### config.mk
export PLATFORM = sky130hd
export DESIGN_NAME = lsw_top
export DESIGN_NICKNAME = d
export VERILOG_FILES = /design/src/include/lsw_pkg.sv /design/src/include/lsw_flp_if.sv /design/src/hw/lsw_flp_engine.sv /design/src/hw/lsw_top.sv
export VERILOG_INCLUDE_DIRS = /design/src /design/src/include
export SDC_FILE = /design/constraint.sdc
export NUM_CORES = 1
export LEC_CHECK = 0
export ABC_AREA = 1
export CAP_MARGIN = 20
export CORE_MARGIN = 3
export CORE_UTILIZATION = 63
export CTS_CLUSTER_DIAMETER = 100
export CTS_CLUSTER_SIZE = 25
export DETAILED_ROUTE_END_ITERATION = 7
export DONT_BUFFER_PORTS = 1
export PLACE_DENSITY = 0.79
export SLEW_MARGIN = 0
export SYNTH_ARGS = -nofsm -noshare
export SYNTH_HDL_FRONTEND = slang
export SYNTH_SLANG_ARGS = --single-unit
### constraint.sdc
create_clock -name ref_clk_in -period 1.9 [get_ports ref_clk_in]
set_input_delay 0.38 -clock ref_clk_in [delete_from_list [all_inputs] [get_ports ref_clk_in]]
set_output_delay 0.38 -clock ref_clk_in [all_outputs]
set_load 0.005 [all_outputs]
### src/include/lsw_map.svh
// Offsets, field positions, reset values and timing counts for the link status block.
`ifndef LSW_MAP_SVH
`define LSW_MAP_SVH

`define LSW_FLP_CLOCKS    5'h11
`define LSW_FLP_DATA      5'h10
`define LSW_FLP_PULSES    6'h21
`define LSW_FLP_LAST_SLOT 6'h20
`define LSW_SELECTOR      5'h01

`define LSW_CLK_MHZ       50
`define LSW_SLOT_NS       62500
`define LSW_SLOT_CYC      ((`LSW_SLOT_NS * `LSW_CLK_MHZ) / 1000)
`define LSW_GAP_NS        150000
`define LSW_GAP_CYC       ((`LSW_GAP_NS * `LSW_CLK_MHZ) / 1000)

`define LSW_ADDR_W        8
`define LSW_REG_CTRL      8'h00
`define LSW_REG_STATUS    8'h04
`define LSW_REG_IRQ_STAT  8'h08
`define LSW_REG_IRQ_MASK  8'h0C
`define LSW_REG_PARTNER   8'h10

`define LSW_CTRL_ADV_LSB  0
`define LSW_CTRL_PME_EN   4
`define LSW_CTRL_CONN_EN  5
`define LSW_CTRL_RESTART  6
`define LSW_ADV_RESET     4'hF

`define LSW_ST_WAKE       4
`define LSW_ABIL_LSB      5

`define LSW_IRQ_LINK      0
`define LSW_IRQ_AN        1
`define LSW_IRQ_WAKE      2
`define LSW_IRQ_W         3

`endif

### src/include/lsw_pkg.sv
// Types shared by the link status and wake modules.
package lsw_pkg;

    typedef enum logic [1:0] {
        LSW_AN_IDLE     = 2'h0,
        LSW_AN_LISTEN   = 2'h1,
        LSW_AN_RESOLVED = 2'h3,
        LSW_AN_PARALLEL = 2'h2
    } lsw_an_state_type;

    // Bit 1 is the 100 Mbps flag, bit 0 the full duplex flag.
    typedef enum logic [1:0] {
        LSW_MODE_10HD  = 2'h0,
        LSW_MODE_10FD  = 2'h1,
        LSW_MODE_TXHD  = 2'h2,
        LSW_MODE_TXFD  = 2'h3
    } lsw_mode_type;

    typedef struct packed {
        logic [4:0]  rx_cnt;
        logic [5:0]  rx_pulses;
        logic        rx_seen;
        logic [15:0] rx_word;
        logic        rx_valid;
        logic [15:0] rx_timer;
        logic        tx_busy;
        logic [5:0]  tx_slot;
        logic [15:0] tx_timer;
        logic [15:0] tx_word;
        logic        tx_pulse;
    } lsw_eng_state_type;

    typedef struct packed {
        lsw_an_state_type an;
        lsw_mode_type     mode;
        logic             parallel;
        logic [15:0]      partner;
        logic [3:0]       adv;
        logic             pme_en;
        logic             conn_en;
        logic             link_prev;
        logic             wake_pend;
        logic [2:0]       irq_stat;
        logic [2:0]       irq_mask;
        logic             tx_start;
        logic [31:0]      rd_data;
        logic             led_link;
        logic             led_traffic;
        logic             led_speed;
        logic             led_mode;
        logic             pme_oe;
        logic             wake_conn;
        logic             irq;
    } lsw_top_state_type;

endpackage

### src/include/lsw_flp_if.sv
// Carrier between the negotiation controller and the pulse burst engine.
`timescale 1ns/1ps
interface lsw_flp_if;
    logic        rx_valid;
    logic [15:0] rx_word;
    logic        tx_start;
    logic [15:0] tx_word;
    logic        tx_busy;
    logic        tx_pulse;

    modport eng (output rx_valid, output rx_word, output tx_busy, output tx_pulse,
                 input tx_start, input tx_word);
    modport ctl (input rx_valid, input rx_word, input tx_busy, input tx_pulse,
                 output tx_start, output tx_word);
endinterface

### src/hw/lsw_flp_engine.sv
// Receives and sends negotiation pulse bursts of clock and data positions.
`timescale 1ns/1ps
`include "lsw_map.svh"
module lsw_flp_engine
    import lsw_pkg::*;
#(
    parameter int SLOT_CYC = `LSW_SLOT_CYC,
    parameter int GAP_CYC  = `LSW_GAP_CYC
) (
    input  wire logic ref_clk_in,
    input  wire logic rstn_in,
    input  wire logic clk_pulse_in,
    input  wire logic data_pulse_in,
    lsw_flp_if.eng    flp
);

    lsw_eng_state_type s_r;
    lsw_eng_state_type s_nxt;

    always_comb begin
        s_nxt = s_r;
        s_nxt.rx_valid = 1'b0;
        s_nxt.tx_pulse = 1'b0;
        // Receive: a data pulse between two clock pulses is a one bit, first bit lowest.
        if (s_r.rx_cnt != 5'h00) begin
            s_nxt.rx_timer = s_r.rx_timer + 16'h0001;
            if (data_pulse_in) begin
                s_nxt.rx_seen = 1'b1;
            end
        end
        if (clk_pulse_in) begin
            s_nxt.rx_timer = 16'h0000;
            s_nxt.rx_seen = 1'b0;
            if (s_r.rx_cnt == 5'h00) begin
                s_nxt.rx_cnt = 5'h01;
                s_nxt.rx_pulses = 6'h01;
                s_nxt.rx_word = 16'h0000;
            end else begin
                s_nxt.rx_word = {s_r.rx_seen, s_r.rx_word[15:1]};
                s_nxt.rx_pulses = s_r.rx_pulses + 6'h01 + {5'h00, s_r.rx_seen};
                if (s_r.rx_cnt == `LSW_FLP_CLOCKS - 5'h01) begin
                    s_nxt.rx_valid = 1'b1;
                    s_nxt.rx_cnt = 5'h00;
                end else begin
                    s_nxt.rx_cnt = s_r.rx_cnt + 5'h01;
                end
            end
        end else if (s_r.rx_cnt != 5'h00 && s_r.rx_timer >= 16'(GAP_CYC)) begin
            // A burst that stalls is dropped whole; a partial word is never used.
            s_nxt.rx_cnt = 5'h00;
        end
        // Transmit: even slots carry clock pulses, odd slots the data bits.
        if (!s_r.tx_busy) begin
            if (flp.tx_start) begin
                s_nxt.tx_busy = 1'b1;
                s_nxt.tx_slot = 6'h00;
                s_nxt.tx_timer = 16'h0000;
                s_nxt.tx_word = flp.tx_word;
                s_nxt.tx_pulse = 1'b1;
            end
        end else if (s_r.tx_timer == 16'(SLOT_CYC - 1)) begin
            s_nxt.tx_timer = 16'h0000;
            if (s_r.tx_slot == `LSW_FLP_LAST_SLOT) begin
                s_nxt.tx_busy = 1'b0;
            end else begin
                s_nxt.tx_slot = s_r.tx_slot + 6'h01;
                if (s_r.tx_slot[0]) begin
                    s_nxt.tx_pulse = 1'b1;
                end else begin
                    s_nxt.tx_pulse = s_r.tx_word[0];
                    s_nxt.tx_word = {1'b0, s_r.tx_word[15:1]};
                end
            end
        end else begin
            s_nxt.tx_timer = s_r.tx_timer + 16'h0001;
        end
    end

    always_ff @(posedge ref_clk_in) begin
        if (!rstn_in) begin
            s_r <= '0;
        end else begin
            s_r <= s_nxt;
        end
    end

    assign flp.rx_valid = s_r.rx_valid;
    assign flp.rx_word  = s_r.rx_word;
    assign flp.tx_busy  = s_r.tx_busy;
    assign flp.tx_pulse = s_r.tx_pulse;
endmodule

### src/hw/lsw_top.sv
// Link speed resolution, status indicators and wake-up signalling.
`timescale 1ns/1ps
`include "lsw_map.svh"
module lsw_top
    import lsw_pkg::*;
#(
    parameter int SLOT_CYC = `LSW_SLOT_CYC,
    parameter int GAP_CYC  = `LSW_GAP_CYC
) (
    input  wire logic                   ref_clk_in,
    input  wire logic                   rstn_in,
    input  wire logic [`LSW_ADDR_W-1:0] addr_in,
    input  wire logic [31:0]            wr_data_in,
    input  wire logic                   wr_in,
    input  wire logic                   rd_in,
    output logic      [31:0]            rd_data_out,
    input  wire logic                   flp_clk_pulse_in,
    input  wire logic                   flp_data_pulse_in,
    output logic                        flp_tx_pulse_out,
    input  wire logic                   link_pass_in,
    input  wire logic                   par_link_in,
    input  wire logic                   par_speed100_in,
    input  wire logic                   rx_active_in,
    input  wire logic                   tx_active_in,
    input  wire logic                   collision_in,
    input  wire logic                   low_power_in,
    input  wire logic                   remote_wake_pkt_in,
    input  wire logic                   wake_frame_in,
    input  wire logic                   pme_ack_in,
    output logic                        link_ok_indicator_out,
    output logic                        traffic_indicator_out,
    output logic                        speed_indicator_out,
    output logic                        collision_or_wake_mode_indicator_out,
    output logic                        pme_n_out,
    output logic                        pme_n_oe_out,
    output logic                        wake_conn_out,
    output logic                        speed100_out,
    output logic                        full_duplex_out,
    output logic                        irq_out
);

    lsw_flp_if flp ();

    lsw_flp_engine #(
        .SLOT_CYC (SLOT_CYC),
        .GAP_CYC  (GAP_CYC)
    ) u_engine (
        .ref_clk_in    (ref_clk_in),
        .rstn_in       (rstn_in),
        .clk_pulse_in  (flp_clk_pulse_in),
        .data_pulse_in (flp_data_pulse_in),
        .flp           (flp)
    );

    localparam lsw_top_state_type RESET_STATE = '{
        an:          LSW_AN_IDLE,
        mode:        LSW_MODE_10HD,
        parallel:    1'b0,
        partner:     16'h0000,
        adv:         `LSW_ADV_RESET,
        pme_en:      1'b1,
        conn_en:     1'b1,
        link_prev:   1'b0,
        wake_pend:   1'b0,
        irq_stat:    3'h0,
        irq_mask:    3'h0,
        tx_start:    1'b0,
        rd_data:     32'h0000_0000,
        led_link:    1'b0,
        led_traffic: 1'b0,
        led_speed:   1'b0,
        led_mode:    1'b0,
        pme_oe:      1'b0,
        wake_conn:   1'b0,
        irq:         1'b0
    };

    lsw_top_state_type st_r;
    lsw_top_state_type st_nxt;

    logic       wr_ctrl;
    logic       wr_status;
    logic       wr_irq_stat;
    logic [3:0] common;
    logic       link_change;
    logic       wake_event;
    logic       an_done;
    logic       restart;
    logic       wake_armed;
    logic [2:0] irq_set;
    logic [2:0] irq_clr;

    assign flp.tx_word = {7'h00, st_r.adv, `LSW_SELECTOR};
    assign flp.tx_start = st_r.tx_start;

    always_comb begin
        st_nxt = st_r;
        wr_ctrl = wr_in && addr_in == `LSW_REG_CTRL;
        wr_status = wr_in && addr_in == `LSW_REG_STATUS;
        wr_irq_stat = wr_in && addr_in == `LSW_REG_IRQ_STAT;
        restart = wr_ctrl && wr_data_in[`LSW_CTRL_RESTART];
        common = st_r.adv & flp.rx_word[`LSW_ABIL_LSB +: 4];
        link_change = link_pass_in != st_r.link_prev;
        wake_event = remote_wake_pkt_in || wake_frame_in || link_change;
        wake_armed = low_power_in && (st_r.pme_en || st_r.conn_en);
        an_done = 1'b0;
        st_nxt.tx_start = 1'b0;
        st_nxt.link_prev = link_pass_in;

        // Negotiation: repeat our burst until the partner answers with a shared ability or a link is detected.
        case (st_r.an)
            LSW_AN_IDLE: begin
                st_nxt.an = LSW_AN_LISTEN;
                st_nxt.parallel = 1'b0;
            end
            LSW_AN_LISTEN: begin
                st_nxt.tx_start = !flp.tx_busy && !st_r.tx_start;
                if (flp.rx_valid && common != 4'h0) begin
                    st_nxt.an = LSW_AN_RESOLVED;
                    st_nxt.partner = flp.rx_word;
                    an_done = 1'b1;
                    if (common[3]) begin
                        st_nxt.mode = LSW_MODE_TXFD;
                    end else if (common[2]) begin
                        st_nxt.mode = LSW_MODE_TXHD;
                    end else if (common[1]) begin
                        st_nxt.mode = LSW_MODE_10FD;
                    end else begin
                        st_nxt.mode = LSW_MODE_10HD;
                    end
                end else if (par_link_in) begin
                    // Duplex cannot be learned from a silent partner, so half is the safe choice.
                    st_nxt.an = LSW_AN_PARALLEL;
                    st_nxt.parallel = 1'b1;
                    an_done = 1'b1;
                    st_nxt.mode = par_speed100_in ? LSW_MODE_TXHD : LSW_MODE_10HD;
                end
            end
            default: begin
                if (st_r.link_prev && !link_pass_in) begin
                    st_nxt.an = LSW_AN_IDLE;
                end
            end
        endcase
        if (restart) begin
            st_nxt.an = LSW_AN_IDLE;
        end

        st_nxt.led_link = link_pass_in;
        st_nxt.led_traffic = rx_active_in || tx_active_in;
        st_nxt.led_speed = st_nxt.mode[1] && link_pass_in;
        if (low_power_in) begin
            st_nxt.led_mode = wake_armed;
        end else begin
            st_nxt.led_mode = collision_in;
        end

        // A new event in the cycle of an acknowledge keeps the wake raised.
        st_nxt.wake_pend = wake_event || (st_r.wake_pend && !pme_ack_in &&
                           !(wr_status && wr_data_in[`LSW_ST_WAKE]));
        st_nxt.pme_oe = st_nxt.wake_pend && st_r.pme_en;
        st_nxt.wake_conn = st_nxt.wake_pend && st_r.conn_en;

        if (wr_ctrl) begin
            st_nxt.adv = wr_data_in[`LSW_CTRL_ADV_LSB +: 4];
            st_nxt.pme_en = wr_data_in[`LSW_CTRL_PME_EN];
            st_nxt.conn_en = wr_data_in[`LSW_CTRL_CONN_EN];
        end
        if (wr_in && addr_in == `LSW_REG_IRQ_MASK) begin
            st_nxt.irq_mask = wr_data_in[`LSW_IRQ_W-1:0];
        end
        irq_set = 3'h0;
        irq_set[`LSW_IRQ_LINK] = link_change;
        irq_set[`LSW_IRQ_AN] = an_done;
        irq_set[`LSW_IRQ_WAKE] = wake_event;
        irq_clr = wr_irq_stat ? wr_data_in[`LSW_IRQ_W-1:0] : 3'h0;
        st_nxt.irq_stat = irq_set | (st_r.irq_stat & ~irq_clr);
        st_nxt.irq = |(st_nxt.irq_stat & st_nxt.irq_mask);

        st_nxt.rd_data = 32'h0000_0000;
        if (rd_in) begin
            if (addr_in == `LSW_REG_CTRL) begin
                st_nxt.rd_data = {26'h0, st_r.conn_en, st_r.pme_en, st_r.adv};
            end else if (addr_in == `LSW_REG_STATUS) begin
                st_nxt.rd_data = {25'h0, st_r.an, st_r.wake_pend, st_r.parallel,
                                  st_r.mode, link_pass_in};
            end else if (addr_in == `LSW_REG_IRQ_STAT) begin
                st_nxt.rd_data = {29'h0, st_r.irq_stat};
            end else if (addr_in == `LSW_REG_IRQ_MASK) begin
                st_nxt.rd_data = {29'h0, st_r.irq_mask};
            end else if (addr_in == `LSW_REG_PARTNER) begin
                st_nxt.rd_data = {16'h0000, st_r.partner};
            end
        end
    end

    always_ff @(posedge ref_clk_in) begin
        if (!rstn_in) begin
            st_r <= RESET_STATE;
        end else begin
            st_r <= st_nxt;
        end
    end

    // The PME line is open drain: it is only ever pulled low, never driven high.
    assign pme_n_out = 1'b0;
    assign pme_n_oe_out = st_r.pme_oe;
    assign rd_data_out = st_r.rd_data;
    assign flp_tx_pulse_out = flp.tx_pulse;
    assign link_ok_indicator_out = st_r.led_link;
    assign traffic_indicator_out = st_r.led_traffic;
    assign speed_indicator_out = st_r.led_speed;
    assign collision_or_wake_mode_indicator_out = st_r.led_mode;
    assign wake_conn_out = st_r.wake_conn;
    assign speed100_out = st_r.mode[1];
    assign full_duplex_out = st_r.mode[0];
    assign irq_out = st_r.irq;
endmodule

==> impl_metrics.tcl, run 1 <==
set metrics [dict create \
    min_period_over_period_pct 89.2 \
    crit_chain "inv_1 > ha_1 > nand3_1 > nor2_2 > nand2_4 > nand2_8 > nand3_2 > nor2_1 > nor2_1" \
    die_x_um 107 \
    clkTransAtPathRegs_ns 0.06 \
    rsz0062_at_grt "no" \
    endpoint_kind "flop" \
    cts_buffers 17 \
    finalSetupViolCount 0 \
    gp_congestion 0.891 \
    ys_types 40 \
    reg2reg_slack_ns 0.21 \
    ff2ff_path_depth 9 \
    antenna_found_initial 0 \
    drc_errors 0 \
    critPathSlowestCell "dfxtp_1" \
    netlist_instances 909 \
    drive_gt1_share_pct 7.79 \
    insertion_delay_ns 0.53 \
    regArea_um2 2720 \
    start_kind "flop" \
    cts_buffer_depth 2 \
    yosys_warnings 0 \
    clock.fmax_mhz 590 \
    grt_usage_pct 25.7 \
    maxCapViolations 0 \
    htreeDepth 4 \
    grt.overflow.total 0 \
    postRouteAntennaNets 0 \
    routed-via-count 5862 \
    finClkSkew_ns 0.00585 \
    portBuffers 0 \
    r2r_end "u_engine.s_r[4]" \
    postSynthAreaPerCell_um2 7.07 \
    synth_seq_cells 136 \
    dpl.cell_count 1011 \
    grt_max_degree 35 \
    ir_worst_vdd_v 0.000598 \
    clock-sinks 136 \
    startpoint "u_engine.s_r[17]" \
    multi_input_area_um2 2940 \
    hpwl_um 9840 \
    cp_common_cell "nor2_1" \
    synth_top_cell_by_area "dfxtp_1" \
    area_growth_pct 10.2 \
    die_y_um 107 \
    drt-initial-drc-count 439 \
    worstMarginPinSlew_ns 0.568 \
    hp-start "flp_clk_pulse_in" \
    drv_slew 0 \
    num_io_pins 99 \
    final_net_count 976 \
    synth_area_leaders "dfxtp_1 42%, nand2_1 11%, inv_1 7.3%" \
    seq_area_frac_synth_pct 42.3 \
    maxSlewHeadroom_pct 62.1 \
    slowest_delay_ns 0.33 \
    final.setup.tns_ns 0 \
    min_path_cells 2 \
    first_pass_iters 6 \
    worstSetupPathType "reg -> reg" \
    std_cell_rows 36 \
    post_drt_via_cell_ratio 5.55 \
    min_path_type "in -> reg" \
    grt_pass1_wl_um 23900 \
    outcome "finished, final reports clean" \
    grt_pass1_vias 5417 \
    holdWs_ns 0.0144 \
    syn-cell-area_um2 6430 \
    synth_top_area_share_pct 42.3 \
    path_max_fanout 11 \
    core_area_um2 9860 \
    nFillCells 779 \
    initial_core_util_pct 65.2 \
    die_area_um2 11500 \
    stdcell_count 1057 \
    r2r-start "u_engine.s_r[17]" \
    required_ns 2.33 \
    hold_viol 0 \
    arrival_ns 2.12 \
    min_period_ns 1.69 \
    wl_per_cell_um 13.6 \
    leakage_nw 2.89 \
    cts_tree "built" \
    power.density_nw_per_um2 967 \
    antenna_cells 0 \
    whs_endpoint "u_engine.s_r[82]" \
    root_buffer "clkbuf_8" \
    drt_wl_total_um 14400 \
]
[worst max path at each step]
stage | slack [ns] | to
after global routing | 0.03 | u_engine.s_r[51]
after CTS | 0.03 | u_engine.flp.rx_word[7]
final | 0.21 | u_engine.s_r[4]
after global placement | 0.19 | u_engine.flp.rx_word[9]
after detailed placement | 0.06 | u_engine.flp.rx_word[7]
after floorplan | 0.40 | u_engine.s_r[51]
[flip-flops by register name, summed over array words and instances (netlist names)]
| signal | count |
|---|---|
| u_engine.flp.tx_pulse | 1 |
| flp.tx_word | 4 |
| wake_conn_out | 1 |
| pme_n_oe_out | 1 |
| irq_out | 1 |
| u_engine.s_r | 59 |
| st_r | 28 |
| flp.tx_start | 1 |
| traffic_indicator_out | 1 |
| speed_indicator_out | 1 |
| link_ok_indicator_out | 1 |
| u_engine.flp.rx_word | 16 |
| full_duplex_out | 1 |
| u_engine.flp.tx_busy | 1 |
| rd_data_out | 16 |
| u_engine.flp.rx_valid | 1 |
| collision_or_wake_mode_indicator_out | 1 |
| speed100_out | 1 |
[metal layers]
metal	up-vias	share of wire [%]	GRT usage, %
li1	2882	-	-
met1	2724	42	30.7
met2	217	48	43.3
met3	39	6.7	6.26
met4	0	2.8	12.3
met5	-	0	0
[timing repair]
item | in CTS | in global routing
endpoints found under the hold margin | 39 | 0
gates resized for setup | 0 | 7
setup buffers | 0 | 0
hold buffers | 13 | 0
endpoints found under the setup margin | 0 | 25
[kinds of logic (layout without fill, tap and decap cells)]
group                    Yosys count  after routing  share of synthesized area (%)
AND/OR/NAND/NOR                  411            412                           27.7
buffers and inverters            188            186                           13.3
AO/OA/AOI/OAI                    154            154                           13.5
flip-flops                       136            136                           42.3
XOR/XNOR                          10             10                           1.36
adder cells (fa/ha/maj)            9              9                           1.75
other                              1             17                         0.0583
[final cells by class]
class	count	area share, %
Multi-Input combinational cell	602	41.5
Inverter	133	7.10
Clock inverter	15	1.94
Timing Repair Buffer	21	2.83
Tap cell	133	2.35
Sequential cell	136	38.4
Clock buffer	17	5.85
[layout by cell type (no fill, tap or decap), types with 4 or more instances in the layout]
cell             n
a21oi_1         60
buf_4            8
clkbuf_16       16
clkinv_4         4
conb_1          17
dfxtp_1        136
dlygate4sd3_1   12
ha_1             9
inv_1          125
inv_2            6
inv_6            5
nand2_1        184
nand2_2          5
nand3_1         60
nand4_1         14
nor2_1         111
nor2_2          10
nor3_1          13
o211ai_1         5
o21ai_0         52
o21ai_1          8
o22ai_1          6
o32ai_1         15
xor2_1           7
[where the power goes]
part	switching (mW)	internal, mW	leakage (nW)
clock network	1.36	1.65	0.267
registers	0.0677	2.97	1.10
logic	0.549	0.250	1.52
total	1.98	4.87	2.89
[synth_stat cells (all sizes together)]
master   count
clkinv       2
xnor2        3
nand4       14
o21bai       3
a21oi       60
nand2      192
clkbuf      11
o31ai        3
o21ai       60
o2111ai      1
buf         44
o32ai       15
nand3b       2
nor2       124
a31oi        1
nor3        13
o211ai       5
conb         1
xor2         7
nand3       62
and2         1
nor3b        1
dfxtp      136
inv        131
ha           9
o22ai        6
and3         2
[per-stage QoR]
step	utilization (%)	worst slack (ns)	instance area [µm²]	total power [mW]
after global placement	64.5	0.195	6360	3.79
after CTS	71.5	0.0308	7050	6.84
after detailed placement	64.5	0.0584	6360	3.82
final	71.8	0.205	7080	6.85
after global routing	71.8	0.0326	7080	7.13
after floorplan	-	0.404	6490	3.73
[worst max-delay path: cells and delay by family, from the launching register on]
kind,cells,cell delay [ns]
buffers and inverters,1,0.10
adder cells (fa/ha/maj),1,0.18
AND/OR/NAND/NOR,7,0.96
flip-flops,1,0.33
(Power assumes the default switching activity.)
==> inputs of run 2 (changes only) <==
Settings changed: CORE_ASPECT_RATIO from default to 0.8.
==> run 2 against run 1 <==
  * Clock power up 15%
  * Largest power group is now the clock network
  * Worst hold slack better by 0.041 ns
  * Largest cell class unchanged
  * Sequential power about the same
  * Fmax down 5.8%
  * First-iteration DRC count up 62%
  * Global-route usage up 2.5 points
  * Core utilization up 0.31 points
  * Die area about the same
==> impl_metrics.tcl, run 2 (synthesis gave the netlist of run 1 again) <==
set metrics [dict create \
    outcome "finished, final reports clean" \
    cp_common_cell "nand2_1" \
    antenna_found_initial 0 \
    p_sw_share_pct 28.3 \
    worstMarginPinSlew_ns 0.699 \
    final_common_cell "nand2_1" \
    stdcell_count 1054 \
    antenna_cells 0 \
    arrival_ns 2.09 \
    final_net_count 970 \
    final.setup.tns_ns 0 \
    largest_register "u_engine.s_r" \
    portBuffers 0 \
    ir_worst_vdd_v 0.000705 \
    grt_pass1_wl_um 25900 \
    path_max_fanout 5 \
    postRouteAntennaNets 0 \
    area_growth_pct 10.0 \
    leakage_nw 2.91 \
    maxCapViolations 0 \
    routed-via-count 5927 \
    clkPwrFrac_pct 47.6 \
    grt_usage_pct 28.2 \
    maxSlewHeadroom_pct 53.3 \
    grt.overflow.total 0 \
    cts_buffer_depth 2 \
    finalSetupViolCount 0 \
    hold_buffers 0 \
    worstSetupPathType "reg -> reg" \
    core_area_um2 9810 \
    wl_per_cell_um 15.1 \
    min_period_ns 1.80 \
    drt_wl_total_um 16000 \
    insertion_delay_ns 0.43 \
    std_cell_rows 32 \
    first_pass_iters 6 \
    required_ns 2.20 \
    hpwl_um 10700 \
    grt_pass1_vias 5383 \
    num_io_pins 99 \
    start_kind "flop" \
    die_x_um 119 \
    min_period_over_period_pct 94.7 \
    p_int_mw 5.23 \
    power.density_nw_per_um2 1030 \
    cts_tree "built" \
    gp_congestion 0.966 \
    drc_errors 0 \
    slowest_delay_ns 0.37 \
    dpl.cell_count 1020 \
    p_switching_mw 2.07 \
    clkTransAtPathRegs_ns 0.07 \
    grt_max_degree 43 \
    drv_slew 0 \
    endpoint_kind "flop" \
    root_buffer "clkbuf_16" \
    seq_power_share_pct 41.6 \
    drive_gt1_share_pct 8.71 \
    top_regs "u_engine.s_r: 59 flops, st_r: 28 flops" \
    htreeDepth 4 \
    largest_reg_flops 59 \
    initial_core_util_pct 65.5 \
    clock-sinks 136 \
    min_path_type "in -> reg" \
    clock.fmax_mhz 556 \
    crit_chain "inv_1 > ha_1 > nand2_1 > nor2_1 > nand2_2 > nand2_1 > nor2_2 > nand2_1 > o21ai_1 > a21oi_1" \
    die_y_um 96.4 \
    finClkSkew_ns 0.0119 \
    layout_common_cells "184 x nand2_1, 136 x dfxtp_1, 125 x inv_1" \
    post_drt_via_cell_ratio 5.62 \
    critPathSlowestCell "dfxtp_1" \
    power_frac_comb_pct 10.8 \
    die_area_um2 11500 \
    drt-initial-drc-count 713 \
    cts_buffers 17 \
    hold_viol 0 \
]
==> run 2: changes by cell type in the layout (fill, tap and decap cells not counted), sizes merged <==
cell	delta
clkinvlp	-2
nand3	-1
dlygate4sd3	-12
buf	+7
inv	+5
bufinv	+2
clkinv	-5
==> run 2: power by group through the flow <==
stage	Sequential, mW	Clock [mW]	Combinational [mW]
3_3_place_gp	3.09	0	0.721
5_1_grt	3.04	3.64	0.895
3_5_place_dp	3.09	0	0.757
2_1_floorplan	3.07	0	0.657
4_1_cts	3.03	3.49	0.772
6_report	3.03	3.47	0.788
==> run 2: worst paths after layout <==
path / to / slack, ns / from / depth (start not counted)
setup / recovery: u_engine.s_r[49] / 0.10 / u_engine.s_r[80] / 10
hold / removal: link_ok_indicator_out / 0.06 / link_pass_in / 2
setup reg to reg: u_engine.s_r[49] / 0.10 / u_engine.s_r[80] / 10
hold reg to reg: rd_data_out[12] / 0.42 / st_r[66] / 2
==> run 2: cell type report <==
cell class                      instances  area, µm²
Multi-Input combinational cell        601       2920
Fill cell                             778       2730
Sequential cell                       136       2720
Inverter                              133        502
Clock buffer                           17        425
Clock inverter                         15        200
Tap cell                              136        170
Timing Repair Buffer                   16        133
==> run 2: repair_timing <==
action / in CTS / in global routing
setup endpoints to repair: 16 / 13
pin swaps: 0 / 1
resized for setup: 3 / 6
buffers inserted: 0 / 2
gates cloned: 0 / 0
==> run 2: metrics by stage <==
stage | hold WS [ns] | power (mW) | cell area [µm²] | setup slack (ns) | utilization [%]
floorplan | 0.405 | 3.73 | 6490 | 0.404 | -
global placement | 0.415 | 3.81 | 6420 | 0.135 | 65.4
detailed placement | 0.418 | 3.85 | 6420 | -0.00942 | 65.4
CTS | 0.0538 | 7.30 | 7050 | 0.0555 | 71.9
global route | 0.0482 | 7.58 | 7080 | -0.0568 | 72.1
finish | 0.0552 | 7.30 | 7080 | 0.101 | 72.1
==> run 2: critical path, delay by kind of cell (launching register included) <==
family / cells / cell delay, ns
simple gates: 6 / 0.70
buf+inv: 1 / 0.09
compound gates: 2 / 0.30
fa+ha+maj: 1 / 0.21
flops: 1 / 0.37
==> run 2: metal layers <==
layer	up-vias	share of wire [%]	global-route usage [%]
li1	2868	-	-
met1	2751	43	37.1
met2	269	46	45.1
met3	39	8.8	7.64
met4	0	2.2	10.2
met5	-	0	0
==> inputs of run 3 (changes only) <==
Settings changed: CORE_UTILIZATION 63 to 66, CTS_BUF_LIST from default to sky130_fd_sc_hd__clkbuf_4 sky130_fd_sc_hd__clkbuf_8, PLACE_DENSITY 0.79 to 0.82.
==> run 3 against run 2 <==
  * Wire length decreased by 7.7%
  * Largest cell class unchanged
  * Clock skew increased by 0.0025 ns
  * Sequential power about the same
==> impl_metrics.tcl, run 3 (synthesis gave the netlist of run 1 again) <==
set metrics [dict create \
    outcome "finished, final reports clean" \
    layout_common_cells "185 x nand2_1, 136 x dfxtp_1, 125 x inv_1" \
    post_drt_via_cell_ratio 5.60 \
    core_area_um2 9270 \
    grt_pass1_vias 5271 \
    drc_errors 0 \
    largest_register "u_engine.s_r" \
    clock.fmax_mhz 567 \
    drv_slew 0 \
    highest_layer "met4" \
    gp_congestion 0.917 \
    startpoint "u_engine.s_r[80]" \
    antenna_found_initial 0 \
    fin_util_pct 73.7 \
    area_growth_pct 6.29 \
    top_regs "u_engine.s_r: 59 flops, st_r: 28 flops" \
    cts_buffer_depth 2 \
    critPathSlowestCell "dfxtp_1" \
    start_kind "flop" \
    root_buffer "clkbuf_8" \
    std_cell_rows 31 \
    grt.overflow.total 0 \
    endpoint_kind "flop" \
    initial_core_util_pct 69.4 \
    first_pass_iters 6 \
    path_max_fanout 6 \
    final_common_cell "nand2_1" \
    clock-sinks 136 \
    routed-via-count 5775 \
    portBuffers 0 \
    worstSetupPathType "reg -> reg" \
    die_y_um 94.3 \
    min_period_ns 1.77 \
    hold_viol 0 \
    final_net_count 969 \
    arrival_ns 2.14 \
    dr_wl_met2_um 6610 \
    finalSetupViolCount 0 \
    maxSlewHeadroom_pct 62.6 \
    hp-start "link_pass_in" \
    hpwl_um 10300 \
    finalPower_mw 6.31 \
    required_ns 2.28 \
    leakage_nw 2.80 \
    wl_per_cell_um 14.3 \
    die_x_um 116 \
    htreeDepth 4 \
    met3WireLength_um 1370 \
    clkTransAtPathRegs_ns 0.09 \
    cts_buffers 17 \
    num_io_pins 99 \
    antenna_cells 0 \
    insertion_delay_ns 0.44 \
    min_period_over_period_pct 92.9 \
    drive_gt1_share_pct 8.18 \
    grt_usage_pct 27.3 \
    maxCapViolations 0 \
    crit_chain "inv_1 > ha_1 > nand2_1 > nor2_2 > nand2_2 > buf_4 > nand3_1 > nor2_1 > nand2_1 > o21bai_1 > nand2_1 > inv_1" \
    worstMarginPinSlew_ns 0.559 \
    min_path_type "in -> reg" \
    postRouteAntennaNets 0 \
    power.density_nw_per_um2 923 \
    nFillCells 696 \
    ir_worst_vdd_v 0.000456 \
    finClkSkew_ns 0.0144 \
    grt_pass1_wl_um 23900 \
    slowest_delay_ns 0.38 \
    grt_max_degree 43 \
    drt_wl_total_um 14700 \
    cp_common_cell "nand2_1" \
    reg2reg_slack_ns 0.13 \
    die_area_um2 11000 \
    drt-initial-drc-count 603 \
    r2r-start "u_engine.s_r[80]" \
    cts_tree "built" \
    wl_met1_um 6530 \
    largest_reg_flops 59 \
]
-- run 3: cell types whose count changed in the layout (fill, tap and decap cells not counted), sizes merged --
cell      previous run  this run
buf                 16        13
clkbuf              17        19
clkinv               2         3
clkinvlp             1         2
inv                143       139
nand2              192       193
nand3               62        63
-- run 3: through the flow --
step | instances | setup TNS, ns | hold WS, ns | worst slack (ns) | area, µm²
CTS | 1027 | 0 | 0.00840 | 0.00391 | 6770
detailed placement | 995 | 0 | 0.417 | 0.0306 | 6360
finish | 1032 | 0 | 0.0252 | 0.135 | 6830
floorplan | 925 | 0 | 0.405 | 0.404 | 6490
global placement | 995 | 0 | 0.417 | 0.124 | 6360
global route | 1032 | -0.0528 | 0.00483 | -0.0335 | 6830
-- run 3: final timing paths --
path	to	cells after the start
min	link_ok_indicator_out	2
max	u_engine.s_r[52]	12
min reg2reg	rd_data_out[13]	2
max reg2reg	u_engine.s_r[52]	12
-- run 3: cell type report --
class | instances | area [µm²] | share of cell area (%)
clock buffers | 19 | 255 | 3.73
clock inverters | 13 | 155 | 2.27
inverters | 133 | 503 | 7.36
multi-input cells | 603 | 2940 | 43.1
flip-flops and latches | 136 | 2720 | 39.8
well taps | 115 | 144 | 2.11
repair buffers | 13 | 110 | 1.61
-- run 3: power by group --
group	internal, mW	switching, mW	total (mW)
combinational	0.250	0.560	0.810
sequential	2.97	0.0624	3.03
clock	1.25	1.21	2.47
total	4.47	1.84	6.31
-- run 3: worst max-delay path, delay by kind of cell, from the launching register on --
kind	cells	cell delay, ns
adders and majority gates	1	0.20
and+or+nand+nor	7	0.74
AOI/OAI and AO/OA	1	0.12
buffers and inverters	3	0.27
DFF	1	0.38
-- run 3: metal layers --
layer  vias to the layer above  track usage [%]
li1                       2873                -
met1                      2586             35.9
met2                       283             43.0
met3                        33             7.60
met4                         0             9.18
met5                         -                0
-- run 3: repair_timing --
| action | in CTS | in global routing |
|---|---|---|
| hold buffers | 0 | 0 |
| endpoints found under the setup margin | 0 | 31 |
| buffers inserted | 0 | 3 |
| gates resized for setup | 0 | 6 |
